$ cat src/design/gct_pkg.sv
// Package for the gated capture timer: register map, fields and types
package gct_pkg;
    // Register byte offsets on the APB port
    localparam logic [7:0] GCT_CNT_HI = 8'h00;
    localparam logic [7:0] GCT_CNT_LO = 8'h04;
    localparam logic [7:0] GCT_RLD_HI = 8'h08;
    localparam logic [7:0] GCT_RLD_LO = 8'h0c;
    localparam logic [7:0] GCT_CTL = 8'h10;
    localparam logic [7:0] GCT_STS = 8'h14;
    localparam logic [7:0] GCT_MSK = 8'h18;
    localparam logic [7:0] GCT_PIN = 8'h1c;

    // Values after reset and the restart count
    localparam logic [15:0] GCT_CNT_RST = 16'h0000;
    localparam logic [15:0] GCT_RLD_RST = 16'hffff;
    localparam logic [15:0] GCT_RESTART = 16'h0001;
    localparam logic [15:0] GCT_ONE = 16'h0001;
    localparam logic [7:0] GCT_CTL_RST = 8'h00;
    localparam logic [7:0] GCT_HOLD_RST = 8'h00;

    // Interrupt status bit positions and width
    localparam int GCT_IRQ_RLD = 0;
    localparam int GCT_IRQ_GATE = 1;
    localparam int GCT_IRQ_ARM = 2;
    localparam int GCT_IRQ_W = 3;
    localparam logic [GCT_IRQ_W-1:0] GCT_IRQ_RST = 3'h0;

    // Prescaler counter width (divide by 1 to 128)
    localparam int GCT_PRE_W = 7;

    // Counting modes
    typedef enum logic [1:0] {
        GCT_CONT,
        GCT_GATED,
        GCT_CAPCMP,
        GCT_COMPARE
    } gct_mode_t;

    // Control register layout, bit 7 down to bit 0
    typedef struct packed {
        logic enable;
        logic polarity;
        logic [2:0] prescale;
        logic out_en;
        gct_mode_t mode;
    } gct_ctl_t;

    // Start state for capture/compare mode
    typedef enum logic {
        GCT_ARM_WAIT,
        GCT_ARM_RUN
    } gct_arm_t;
endpackage : gct_pkg

$ cat src/design/gct_prescaler.sv
// Power-of-two prescaler producing one tick per divided period
`timescale 1ns/10ps
module gct_prescaler
    import gct_pkg::*;
(
    // Clock and reset
    input wire logic pclk,
    input wire logic presetn,
    // Run permission and divide exponent
    input wire logic run,
    input wire logic [2:0] prescale,
    // One-cycle tick
    output logic tick
);
    logic [GCT_PRE_W-1:0] div_q;
    logic [GCT_PRE_W-1:0] lim;

    // Last count of a period is the factor minus one
    assign lim = GCT_PRE_W'((8'h01 << prescale) - 8'h01);
    assign tick = run && (div_q == lim);

    // Phase restarts whenever counting is not permitted
    always_ff @(posedge pclk or negedge presetn) begin
        if (!presetn) begin
            div_q <= '0;
        end else if (!run || tick) begin
            div_q <= '0;
        end else begin
            div_q <= div_q + 1'b1;
        end
    end
endmodule : gct_prescaler

$ cat src/design/gct_sync.sv
// Two-flop synchroniser for the timer input pin
`timescale 1ns/10ps
module gct_sync
(
    // Clock and reset
    input wire logic pclk,
    input wire logic presetn,
    // Asynchronous level in, synchronised level out
    input wire logic d,
    output logic q
);
    logic meta_q;

    // First flop feeds only the second
    always_ff @(posedge pclk or negedge presetn) begin
        if (!presetn) begin
            meta_q <= 1'b0;
            q <= 1'b0;
        end else begin
            meta_q <= d;
            q <= meta_q;
        end
    end
endmodule : gct_sync

$ cat src/design/gct_timer.sv
// Gated capture timer: APB registers, counter, gating and interrupts
`timescale 1ns/10ps
//
// Function
// - Gated mode counts only while input asserted
// - Gated interrupt on deassertion or reload
// - Reaching reload interrupts and restarts at 0001H
// - Start count applies to first gated pass
// - Output pin toggles on each reload
// - Capture/compare waits for first input edge
// - Compare time is difference times prescale factor
// - Coherent 16-bit count read while enabled
// - Disabled low byte read returns live count
// - High byte read latches low byte copy while enabled
// - Count byte writes load at next edge
module gct_timer
    import gct_pkg::*;
(
    // Clock and reset
    input wire logic pclk,
    input wire logic presetn,
    // APB slave
    input wire logic psel,
    input wire logic penable,
    input wire logic pwrite,
    input wire logic [7:0] paddr,
    input wire logic [31:0] pwdata,
    output logic [31:0] prdata,
    output logic pready,
    output logic pslverr,
    // Timer pins
    input wire logic tmr_in,
    output logic tmr_out,
    output logic tmr_out_oe,
    // Interrupt
    output logic irq
);
    gct_ctl_t ctl_q;
    gct_arm_t arm_q;
    logic [15:0] cnt_q;
    logic [15:0] rld_q;
    logic [15:0] cnt_inc;
    logic [7:0] hold_q;
    logic [GCT_IRQ_W-1:0] sts_q;
    logic [GCT_IRQ_W-1:0] msk_q;
    logic [GCT_IRQ_W-1:0] sts_set;
    logic [GCT_IRQ_W-1:0] sts_clr;
    logic [31:0] rdata_q;
    logic err_q;
    logic out_q;
    logic in_s;
    logic in_p_q;
    logic act;
    logic act_p;
    logic edge_hit;
    logic run;
    logic tick;
    logic rld_hit;
    logic evt_rld;
    logic evt_gate;
    logic evt_arm;
    logic setup;
    logic acc;
    logic wr;
    logic wr_hi;
    logic wr_lo;
    logic cnt_wr;
    logic rd_hi;
    logic gated;

    // Input synchroniser and previous level
    gct_sync u_sync (
        .pclk(pclk),
        .presetn(presetn),
        .d(tmr_in),
        .q(in_s)
    );

    always_ff @(posedge pclk or negedge presetn) begin
        if (!presetn) begin
            in_p_q <= 1'b0;
        end else begin
            in_p_q <= in_s;
        end
    end

    // Input polarity decode
    assign act = ctl_q.polarity ? in_s : ~in_s;
    assign act_p = ctl_q.polarity ? in_p_q : ~in_p_q;
    assign edge_hit = act && !act_p;
    assign gated = ctl_q.enable && (ctl_q.mode == GCT_GATED);

    // APB phase decode
    assign setup = psel && !penable;
    assign acc = psel && penable;
    assign wr = acc && pwrite;
    assign wr_hi = wr && (paddr == GCT_CNT_HI);
    assign wr_lo = wr && (paddr == GCT_CNT_LO);
    assign cnt_wr = wr_hi || wr_lo;
    // High byte and low byte copy taken at the same edge, so no rollover tears them
    assign rd_hi = setup && !pwrite && (paddr == GCT_CNT_HI);
    assign pready = 1'b1;
    assign pslverr = err_q && acc;
    assign prdata = rdata_q;

    // Read data latched in the setup cycle
    always_ff @(posedge pclk or negedge presetn) begin
        if (!presetn) begin
            rdata_q <= '0;
            err_q <= 1'b0;
        end else if (setup) begin
            err_q <= 1'b0;
            rdata_q <= '0;
            case (paddr)
                GCT_CNT_HI: rdata_q[7:0] <= cnt_q[15:8];
                GCT_CNT_LO: begin
                    // Held copy while enabled, live byte otherwise
                    rdata_q[7:0] <= ctl_q.enable ? hold_q : cnt_q[7:0];
                end
                GCT_RLD_HI: rdata_q[7:0] <= rld_q[15:8];
                GCT_RLD_LO: rdata_q[7:0] <= rld_q[7:0];
                GCT_CTL: rdata_q[7:0] <= ctl_q;
                GCT_STS: rdata_q[GCT_IRQ_W-1:0] <= sts_q;
                GCT_MSK: rdata_q[GCT_IRQ_W-1:0] <= msk_q;
                GCT_PIN: rdata_q[2:0] <= {arm_q == GCT_ARM_RUN, out_q, in_s};
                default: err_q <= 1'b1;
            endcase
        end
    end

    // Control, reload and mask registers
    always_ff @(posedge pclk or negedge presetn) begin
        if (!presetn) begin
            ctl_q <= gct_ctl_t'(GCT_CTL_RST);
            rld_q <= GCT_RLD_RST;
            msk_q <= GCT_IRQ_RST;
        end else if (wr) begin
            case (paddr)
                GCT_CTL: ctl_q <= gct_ctl_t'(pwdata[7:0]);
                GCT_RLD_HI: rld_q[15:8] <= pwdata[7:0];
                GCT_RLD_LO: rld_q[7:0] <= pwdata[7:0];
                GCT_MSK: msk_q <= pwdata[GCT_IRQ_W-1:0];
                default: ;
            endcase
        end
    end

    // Low byte copy taken on a high byte read while enabled
    always_ff @(posedge pclk or negedge presetn) begin
        if (!presetn) begin
            hold_q <= GCT_HOLD_RST;
        end else if (rd_hi && ctl_q.enable) begin
            hold_q <= cnt_q[7:0];
        end
    end

    // Capture/compare start: wait for the selected edge
    always_ff @(posedge pclk or negedge presetn) begin
        if (!presetn) begin
            arm_q <= GCT_ARM_WAIT;
        end else if (!ctl_q.enable || ctl_q.mode != GCT_CAPCMP) begin
            arm_q <= GCT_ARM_WAIT;
        end else begin
            case (arm_q)
                GCT_ARM_WAIT: if (edge_hit) arm_q <= GCT_ARM_RUN;
                GCT_ARM_RUN: arm_q <= GCT_ARM_RUN;
                default: arm_q <= GCT_ARM_WAIT;
            endcase
        end
    end
    assign evt_arm = ctl_q.enable && (ctl_q.mode == GCT_CAPCMP)
        && (arm_q == GCT_ARM_WAIT) && edge_hit;

    // Counting permission per mode
    always_comb begin
        run = 1'b0;
        if (ctl_q.enable) begin
            case (ctl_q.mode)
                GCT_GATED: run = act;
                GCT_CAPCMP: run = (arm_q == GCT_ARM_RUN);
                GCT_CONT: run = 1'b1;
                GCT_COMPARE: run = 1'b1;
                default: run = 1'b0;
            endcase
        end
    end

    gct_prescaler u_pre (
        .pclk(pclk),
        .presetn(presetn),
        .run(run),
        .prescale(ctl_q.prescale),
        .tick(tick)
    );

    // Reload detect on the increment that would reach the reload value
    assign cnt_inc = cnt_q + GCT_ONE;
    assign rld_hit = (cnt_inc == rld_q);
    assign evt_rld = tick && rld_hit && !cnt_wr;
    assign evt_gate = gated && act_p && !act;

    // Counter: byte writes win, then reload restart, else one step per tick
    always_ff @(posedge pclk or negedge presetn) begin
        if (!presetn) begin
            cnt_q <= GCT_CNT_RST;
        end else if (cnt_wr) begin
            if (wr_hi) cnt_q[15:8] <= pwdata[7:0];
            if (wr_lo) cnt_q[7:0] <= pwdata[7:0];
        end else if (evt_rld) begin
            cnt_q <= GCT_RESTART;
        end else if (tick) begin
            cnt_q <= cnt_inc;
        end
    end

    // Output pin toggles at each reload
    always_ff @(posedge pclk or negedge presetn) begin
        if (!presetn) begin
            out_q <= 1'b0;
        end else if (evt_rld && ctl_q.out_en) begin
            out_q <= ~out_q;
        end
    end
    assign tmr_out = out_q;
    assign tmr_out_oe = ctl_q.out_en;

    // Sticky status, write one to clear, set wins
    assign sts_set = {evt_arm, evt_gate, evt_rld};
    assign sts_clr = (wr && paddr == GCT_STS) ? pwdata[GCT_IRQ_W-1:0] : GCT_IRQ_RST;
    always_ff @(posedge pclk or negedge presetn) begin
        if (!presetn) begin
            sts_q <= GCT_IRQ_RST;
        end else begin
            sts_q <= (sts_q & ~sts_clr) | sts_set;
        end
    end
    assign irq = |(sts_q & msk_q);

    // Helper: cycles since the last tick of an unbroken run
    logic [7:0] gap_q;
    logic gap_ok_q;
    logic [7:0] fac;
    assign fac = 8'h01 << ctl_q.prescale;
    always_ff @(posedge pclk or negedge presetn) begin
        if (!presetn) begin
            gap_q <= '0;
            gap_ok_q <= 1'b0;
        end else if (!run) begin
            gap_q <= '0;
            gap_ok_q <= 1'b0;
        end else if (tick) begin
            gap_q <= '0;
            gap_ok_q <= 1'b1;
        end else begin
            gap_q <= gap_q + 8'h01;
        end
    end

    // Properties
    property p_gate_hold;
        @(posedge pclk) disable iff (!presetn)
        (gated && !act && !cnt_wr) |=> (cnt_q == $past(cnt_q));
    endproperty
    a_gate_hold: assert property (p_gate_hold) else $error("gated count moved");

    property p_gate_irq;
        @(posedge pclk) disable iff (!presetn)
        (gated && act_p && !act) |=> sts_q[GCT_IRQ_GATE];
    endproperty
    a_gate_irq: assert property (p_gate_irq) else $error("no gate-off flag");

    property p_reload;
        @(posedge pclk) disable iff (!presetn)
        (tick && rld_hit && !cnt_wr) |=> (cnt_q == GCT_RESTART) && sts_q[GCT_IRQ_RLD];
    endproperty
    a_reload: assert property (p_reload) else $error("reload restart wrong");

    property p_next_pass;
        @(posedge pclk) disable iff (!presetn)
        (evt_rld && gated) ##1 (tick && !rld_hit && !cnt_wr) |=> (cnt_q == 16'h0002);
    endproperty
    a_next_pass: assert property (p_next_pass) else $error("pass not from one");

    property p_out_toggle;
        @(posedge pclk) disable iff (!presetn)
        (evt_rld && ctl_q.out_en) |=> (tmr_out != $past(tmr_out));
    endproperty
    a_out_toggle: assert property (p_out_toggle) else $error("output not toggled");

    property p_arm_wait;
        @(posedge pclk) disable iff (!presetn)
        (ctl_q.mode == GCT_CAPCMP && arm_q == GCT_ARM_WAIT && !cnt_wr)
            |=> $stable(cnt_q);
    endproperty
    a_arm_wait: assert property (p_arm_wait) else $error("counted before edge");

    property p_tick_gap;
        @(posedge pclk) disable iff (!presetn)
        (tick && gap_ok_q && $stable(ctl_q.prescale)) |-> (gap_q + 8'h01 == fac);
    endproperty
    a_tick_gap: assert property (p_tick_gap) else $error("tick spacing wrong");

    property p_step;
        @(posedge pclk) disable iff (!presetn)
        (tick && !rld_hit && !cnt_wr) |=> (cnt_q == $past(cnt_inc));
    endproperty
    a_step: assert property (p_step) else $error("no step on tick");

    property p_rd_held;
        @(posedge pclk) disable iff (!presetn)
        (setup && !pwrite && paddr == GCT_CNT_LO && ctl_q.enable)
            |=> (prdata[7:0] == $past(hold_q));
    endproperty
    a_rd_held: assert property (p_rd_held) else $error("low read not held");

    property p_rd_live;
        @(posedge pclk) disable iff (!presetn)
        (setup && !pwrite && paddr == GCT_CNT_LO && !ctl_q.enable)
            |=> (prdata[7:0] == $past(cnt_q[7:0]));
    endproperty
    a_rd_live: assert property (p_rd_live) else $error("low read not live");

    property p_hold_copy;
        @(posedge pclk) disable iff (!presetn)
        (rd_hi && ctl_q.enable) |=> (hold_q == $past(cnt_q[7:0]));
    endproperty
    a_hold_copy: assert property (p_hold_copy) else $error("copy not taken");

    property p_coherent;
        @(posedge pclk) disable iff (!presetn)
        (rd_hi && ctl_q.enable) |=> ({prdata[7:0], hold_q} == $past(cnt_q));
    endproperty
    a_coherent: assert property (p_coherent) else $error("count read torn");

    property p_wr_lo;
        @(posedge pclk) disable iff (!presetn)
        wr_lo |=> (cnt_q[7:0] == $past(pwdata[7:0]));
    endproperty
    a_wr_lo: assert property (p_wr_lo) else $error("low write lost");

    // Main scenarios
    c_gated_reload: cover property (@(posedge pclk) disable iff (!presetn) evt_rld && gated);
    c_gate_off: cover property (@(posedge pclk) disable iff (!presetn) evt_gate);
    c_arm: cover property (@(posedge pclk) disable iff (!presetn) evt_arm);
endmodule : gct_timer

$ cat config.mk
export PLATFORM = sky130hd
export DESIGN_NAME = gct_timer
export DESIGN_NICKNAME = d
export VERILOG_FILES = /design/src/design/gct_pkg.sv /design/src/design/gct_prescaler.sv /design/src/design/gct_sync.sv /design/src/design/gct_timer.sv
export SDC_FILE = /design/constraint.sdc
export NUM_CORES = 1
export LEC_CHECK = 0
export ABC_AREA = 1
export BUFFER_PORTS_ARGS = -buffer_cell sky130_fd_sc_hd__buf_2
export CAP_MARGIN = 10
export CORE_ASPECT_RATIO = 1.25
export CORE_MARGIN = 2
export CORE_UTILIZATION = 61
export CTS_BUF_LIST = sky130_fd_sc_hd__clkbuf_16
export DETAILED_ROUTE_END_ITERATION = 10
export HOLD_SLACK_MARGIN = 0.08
export PLACE_DENSITY = 0.86
export SYNTH_ARGS = -nofsm -noshare
export SYNTH_HDL_FRONTEND = slang
export SYNTH_HIERARCHICAL = 1
export SYNTH_SLANG_ARGS = --single-unit
export TNS_END_PERCENT = 10
$ cat constraint.sdc
create_clock -name pclk -period 4.1 [get_ports pclk]
set_clock_uncertainty 0.05 [all_clocks]
set_input_delay 0.615 -clock pclk [delete_from_list [all_inputs] [get_ports pclk]]
set_output_delay 0.615 -clock pclk [all_outputs]
set_load 0.03 [all_outputs]
# Yosys cells after proc, flatten, opt, wreduce, memory -nomap -nowiden
# Cells that the tools add are included.
# op_classes
add_sub_neg	3
n_eq_ne	15
n_shift	1
n_mux	18
bitwise_logic	8
reduce_logical	43
# ops
op	count
two-way mux 16 bit	3
== test 8 x 5 -> 1 bit (second input constant)	4
case mux 5 bit (5 select lines)	1
two-way mux 8 bit	3
case mux 3 bit (8 select lines)	1
logical AND 1 bit	21
adder 16 x 1 -> 16 bit (second input constant)	1
== test 16 bit	1
== test 8 x 4 -> 1 bit (second input constant)	2
AND reduction 2 bit	6
== test 8 x 3 -> 1 bit (second input constant)	1
logical NOT 8 bit	1
OR reduction 8 bit	1
adder 7 x 1 -> 7 bit (second input constant)	1
== test 7 bit	1
logical NOT 1 bit	7
two-way mux 7 bit	1
<< shifter 1 x 3 -> 7 bit (first input constant)	1
subtractor 7 x 1 -> 7 bit (second input constant)	1
AND 3 bit	2
two-way mux 1 bit	6
inequality test 2 bit (second input constant)	3
== test 2 bit (second input constant)	2
inverter 1 bit	4
other kinds (11)	13
# word_totals
register_bits	75
out_inout_bits	37

# Longest topological paths before layout
# depth
word_depth	9
ltp_mapped	19
ltp_nobuf	18

# Hierarchy
# Netlist, hierarchy kept.
# modules_own_cells
module	instances	cells_each	area_each_um2	seq_area_each_um2
gct_timer	1	587	4331.7	1671.6
gct_prescaler	1	70	506.7	175.2
gct_sync	1	2	50.0	50.0

# Worst setup path before layout
# OpenSTA, ideal clock, no wires.
# synth_timing
kind	reg-to-reg
from	reg ctl_q[7] (netlist bit)
to	reg cnt_q[12]
setup_ps	127
arrival_ps	2322
required_ps	3923
setup_slack_ps	1601
path_stages_with_launch	17
synth_period_minus_slack_ps	2499
cell_sequence	dfrtp_1 -> clkbuf_1 -> clkbuf_1 -> o21ai_0 -> a21oi_1 -> inv_1 -> nor2_1 -> inv_1 -> nor2_1 -> nand2_1 -> nor2_2 -> nand2_2 -> nor2_4 -> nand2_4 -> buf_6 -> nand2_2 -> a22oi_2
# synth_via
elab_chain_cells	6
# synth_rtl
item	line_no	text
start, declared	gct_timer.sv:38	gct_ctl_t ctl_q;
start signal, assigned	gct_timer.sv:134	ctl_q <= gct_ctl_t'(GCT_CTL_RST);
start signal, assigned	gct_timer.sv:139	GCT_CTL: ctl_q <= gct_ctl_t'(pwdata[7:0]);
two-way mux 1 bit *	gct_timer.sv:177	if (ctl_q.enable) begin
named net run	gct_timer.sv:56	logic run;
logical AND 1 bit *	gct_prescaler.sv:20	assign tick = run && (div_q == lim);
named net tick	gct_timer.sv:57	logic tick;
logical AND 1 bit (2 in a row)	gct_timer.sv:199	assign evt_rld = tick && rld_hit && !cnt_wr;
nonzero test 3 bit (no line) / two-way mux 16 bit (equally long branches)	--	
AND reduction 2 bit (no line) / two-way mux 16 bit (equally long branches)	--	
end signal, assigned	gct_timer.sv:207	if (wr_hi) cnt_q[15:8] <= pwdata[7:0];
end signal, assigned	gct_timer.sv:212	cnt_q <= cnt_inc;
end, declared	gct_timer.sv:40	logic [15:0] cnt_q;
# Mark *: on every way through the listed nets, which the timed path passes. The rest lies on a longest branch.
# A chain may end at the register's enable or synchronous reset.

# Final worst setup path
# layout_timing
from	reg ctl_q[0] (netlist bit)
to	reg cnt_q[0]
# layout_via
elab_chain_cells	9
# layout_rtl
item	line_no	text
== test 2 bit / logical NOT 2 bit (equally long branches)	gct_timer.sv:178	case (ctl_q.mode)
OR reduction 2 bit (no line)	--	
case mux 1 bit (3 select lines) *	gct_timer.sv:178	
two-way mux 1 bit *	gct_timer.sv:177	
named net run	gct_timer.sv:56	
logical AND 1 bit *	gct_prescaler.sv:20	
named net tick	gct_timer.sv:57	
logical AND 1 bit (2 in a row)	gct_timer.sv:199	
nonzero test 3 bit (no line) / two-way mux 16 bit (equally long branches)	--	
AND reduction 2 bit (no line) / two-way mux 16 bit (equally long branches)	--	
end signal, assigned	gct_timer.sv:208	if (wr_lo) cnt_q[7:0] <= pwdata[7:0];
end signal, assigned	gct_timer.sv:212	
# Marks and branches as above.

==> impl_metrics.toml <==
[outcome]
status = "finished clean"

[place]
dpl.cell_count = 773
place.gp.congestion = 1.02
place_ws_ns = 1.20
hpwlAfterDp_microns = 9230
port_buffers = 33

[setup_path]
cp-end-kind = "flop"
path_max_fanout = 17
start_kind = "flop"
critical_path_class = "reg -> reg"
worst_ep_arrival_time_ns = 3.02
critPathRequiredTime_ns = 4.32

[global_route]
grt_pass1_vias = 4230
gr-total-overflow = 0
grt_start_max_net_pins = 76
grt_util_all_layers_pct = 29.6
grt_pass1_wl_microns = 20300
antenna_found_initial = 0

[die]
die_area_sq_um = 8750
ioPinCount = 83
rows = 36
dieHeight_microns = 104
core-area_sq_um = 7790
die_x_microns = 84.1
start_util_pct = 62.7

[timing]
setup_ws_ns = 1.30
max_freq_mhz = 357
slew-limit-headroom_pct = 35.1
grt_setup_unrepaired = "no"
tns_ns = 0
setup_violations = 0
min_period_ns = 2.80
finalCritPeriodShare_pct = 68.2
slew_violations = 0
hold_viol_final = 0
tightest_slew_ns = 0.974

[final_layout]
final_util_pct = 67.6
layout_commonest_cell = "nand2_1"
nFillCells = 674
antenna_cells = 0
layout_common_cells = "nand2_1, inv_1, nor2_1"
final_nets = 740
multiInputGateArea_sq_um = 2530
finalNonFillerCells = 788
drive_gt1_share_pct = 17.6
regArea_sq_um = 1900
syn_to_final_growth_pct = 7.81

[clock_network]
clockBufferDepth = 2
cts.sink_count = 75
ctsResizeCount = 0
htree_num_levels = 3
cts_inserted_buffers = 9
worstSkewPairLatency_ns = 0.34
cts_tree = "built"
clk_pin_slew_ns = 0.06
cts_root_buf = "clkbuf_16"
cts_setup_buffers = 0
hold_buffers = 0

[pwr]
swShare_pct = 34.9
max-vdd-ir-drop_mv = 0.263
leakagePower_uw = 0.00266
combinationalPowerShare_pct = 28.0
seqPwrFrac_pct = 38.4
p_clk_share_pct = 33.5
p_per_area_nw_per_um2 = 401
power_switching_uw = 738
intPower_uw = 1370

[detailed_routing]
via_per_inst = 5.70
drtIter0Drc = 393
drc = 0
drt-total-wl_microns = 12500
ant_nets = 0
wire_per_inst_microns = 15.9
vias = 4494
first_pass_iters = 8

[min_path]
holdCritPathClass = "in -> reg"

[yosys]
syn_avg_cell_area_sq_um = 7.42
yosysSeqAreaShare_pct = 38.8
yosysUniqueCellTypes = 43
postSynthCellCount = 659
yosysWarnings = 6
synth.ff_latch_count = 75
synth_area_sq_um = 4890

[run]
cap_violations = 0
## cell type report
type / instances / share of cell area, %
Tap cell: 95 / 2.26
Clock buffer: 9 / 4.27
Multi-Input combinational cell: 492 / 48.0
Clock inverter: 6 / 0.641
Timing Repair Buffer: 34 / 3.32
Inverter: 77 / 5.48
Sequential cell: 75 / 36.0
## sequential cells by signal (all words and copies together), names as in the netlist
name	cells
sts_q	3
in_p_q	1
tmr_out	1
u_sync/q	1
arm_q	1
u_sync/meta_q	1
err_q	1
tmr_out_oe	1
prdata	8
ctl_q	7
msk_q	3
hold_q	8
u_pre/div_q	7
rld_q	16
cnt_q	16
## through the flow
stage | hold slack, ns | total power (uW) | cell area, sq um
floorplan | 0.269 | 1300 | 4970
global placement | 0.284 | 1390 | 5010
detailed placement | 0.318 | 1410 | 5010
CTS | 0.321 | 2120 | 5270
global route | 0.322 | 2230 | 5270
finish | 0.327 | 2110 | 5270
## final timing paths
| path | to | from | depth (start not counted) | slack (ns) |
|---|---|---|---|---|
| hold reg to reg | u_sync/q | u_sync/meta_q | 0 | 0.34 |
| max in group asynchronous | u_pre/div_q[4] | presetn | 1 | 2.98 |
| min in group asynchronous | cnt_q[10] | presetn | 1 | 0.36 |
| setup reg to reg | cnt_q[0] | ctl_q[0] | 16 | 1.30 |
| hold / removal | u_sync/meta_q | tmr_in | 1 | 0.33 |
| setup / recovery | cnt_q[0] | ctl_q[0] | 16 | 1.30 |
## worst max-delay path, cell delays in order (launching register included)
cell	delay (ns)
dfrtp_1	0.40
inv_1	0.08
ha_1	0.28
a21oi_1	0.04
a21oi_1	0.40
inv_1	0.08
nor2_1	0.11
inv_1	0.05
nor2_1	0.29
nand2_1	0.11
nor2_2	0.11
nand2_2	0.09
nor2_4	0.15
nand2_4	0.19
nand2_1	0.11
nand2_1	0.06
a21oi_2	0.12
## layer usage
layer,GRT usage (%),wire length (microns)
met5,0,0
met1,36.2,4910
met4,19.4,793
met2,47.0,5800
met3,6.11,1020
## power by group through the flow
stage	combinational [uW]	clock, uW	sequential, uW
3_5_place_dp	584	0	823
2_1_floorplan	478	0	821
4_1_cts	590	715	810
5_1_grt	667	746	815
3_3_place_gp	568	0	821
6_report	592	708	812
## Yosys cell counts (all sizes together)
cell type / n / area [sq um]
a211oi: 1 / 7.51
a21boi: 1 / 7.51
a21o: 1 / 7.51
a21oi: 22 / 121
a221oi: 6 / 52.6
a22oi: 14 / 150
a31oi: 2 / 12.5
and2: 1 / 6.26
buf: 30 / 228
clkbuf: 8 / 30.0
clkinv: 2 / 7.51
conb: 2 / 7.51
dfrtp: 59 / 1480
dfstp: 16 / 420
ha: 5 / 62.6
inv: 75 / 282
nand2: 185 / 742
nand3: 47 / 260
nand3b: 3 / 22.5
nand4: 9 / 56.3
nor2: 87 / 412
nor3: 4 / 25.0
o2111ai: 1 / 8.76
o211ai: 1 / 7.51
o21ai: 57 / 285
o22ai: 3 / 18.8
o31ai: 2 / 15.0
or2: 1 / 6.26
xnor2: 4 / 35.0
xnor3: 2 / 45.0
xor2: 8 / 70.1
## cell families (layout without fill, tap and decap cells)
logic type                 count (synthesis)  count (layout)  synth area share, %
and+or+nand+nor                          337             337                 31.3
buffers and inverters                    115             126                 11.2
AOI/OAI and AO/OA                        111             111                 14.2
DFF                                       75              75                 38.8
xor gates and xnor gates                  14              14                 3.07
adders and majority gates                  5               5                 1.28
other                                      2              25                0.154
(Power assumes the default switching activity.)
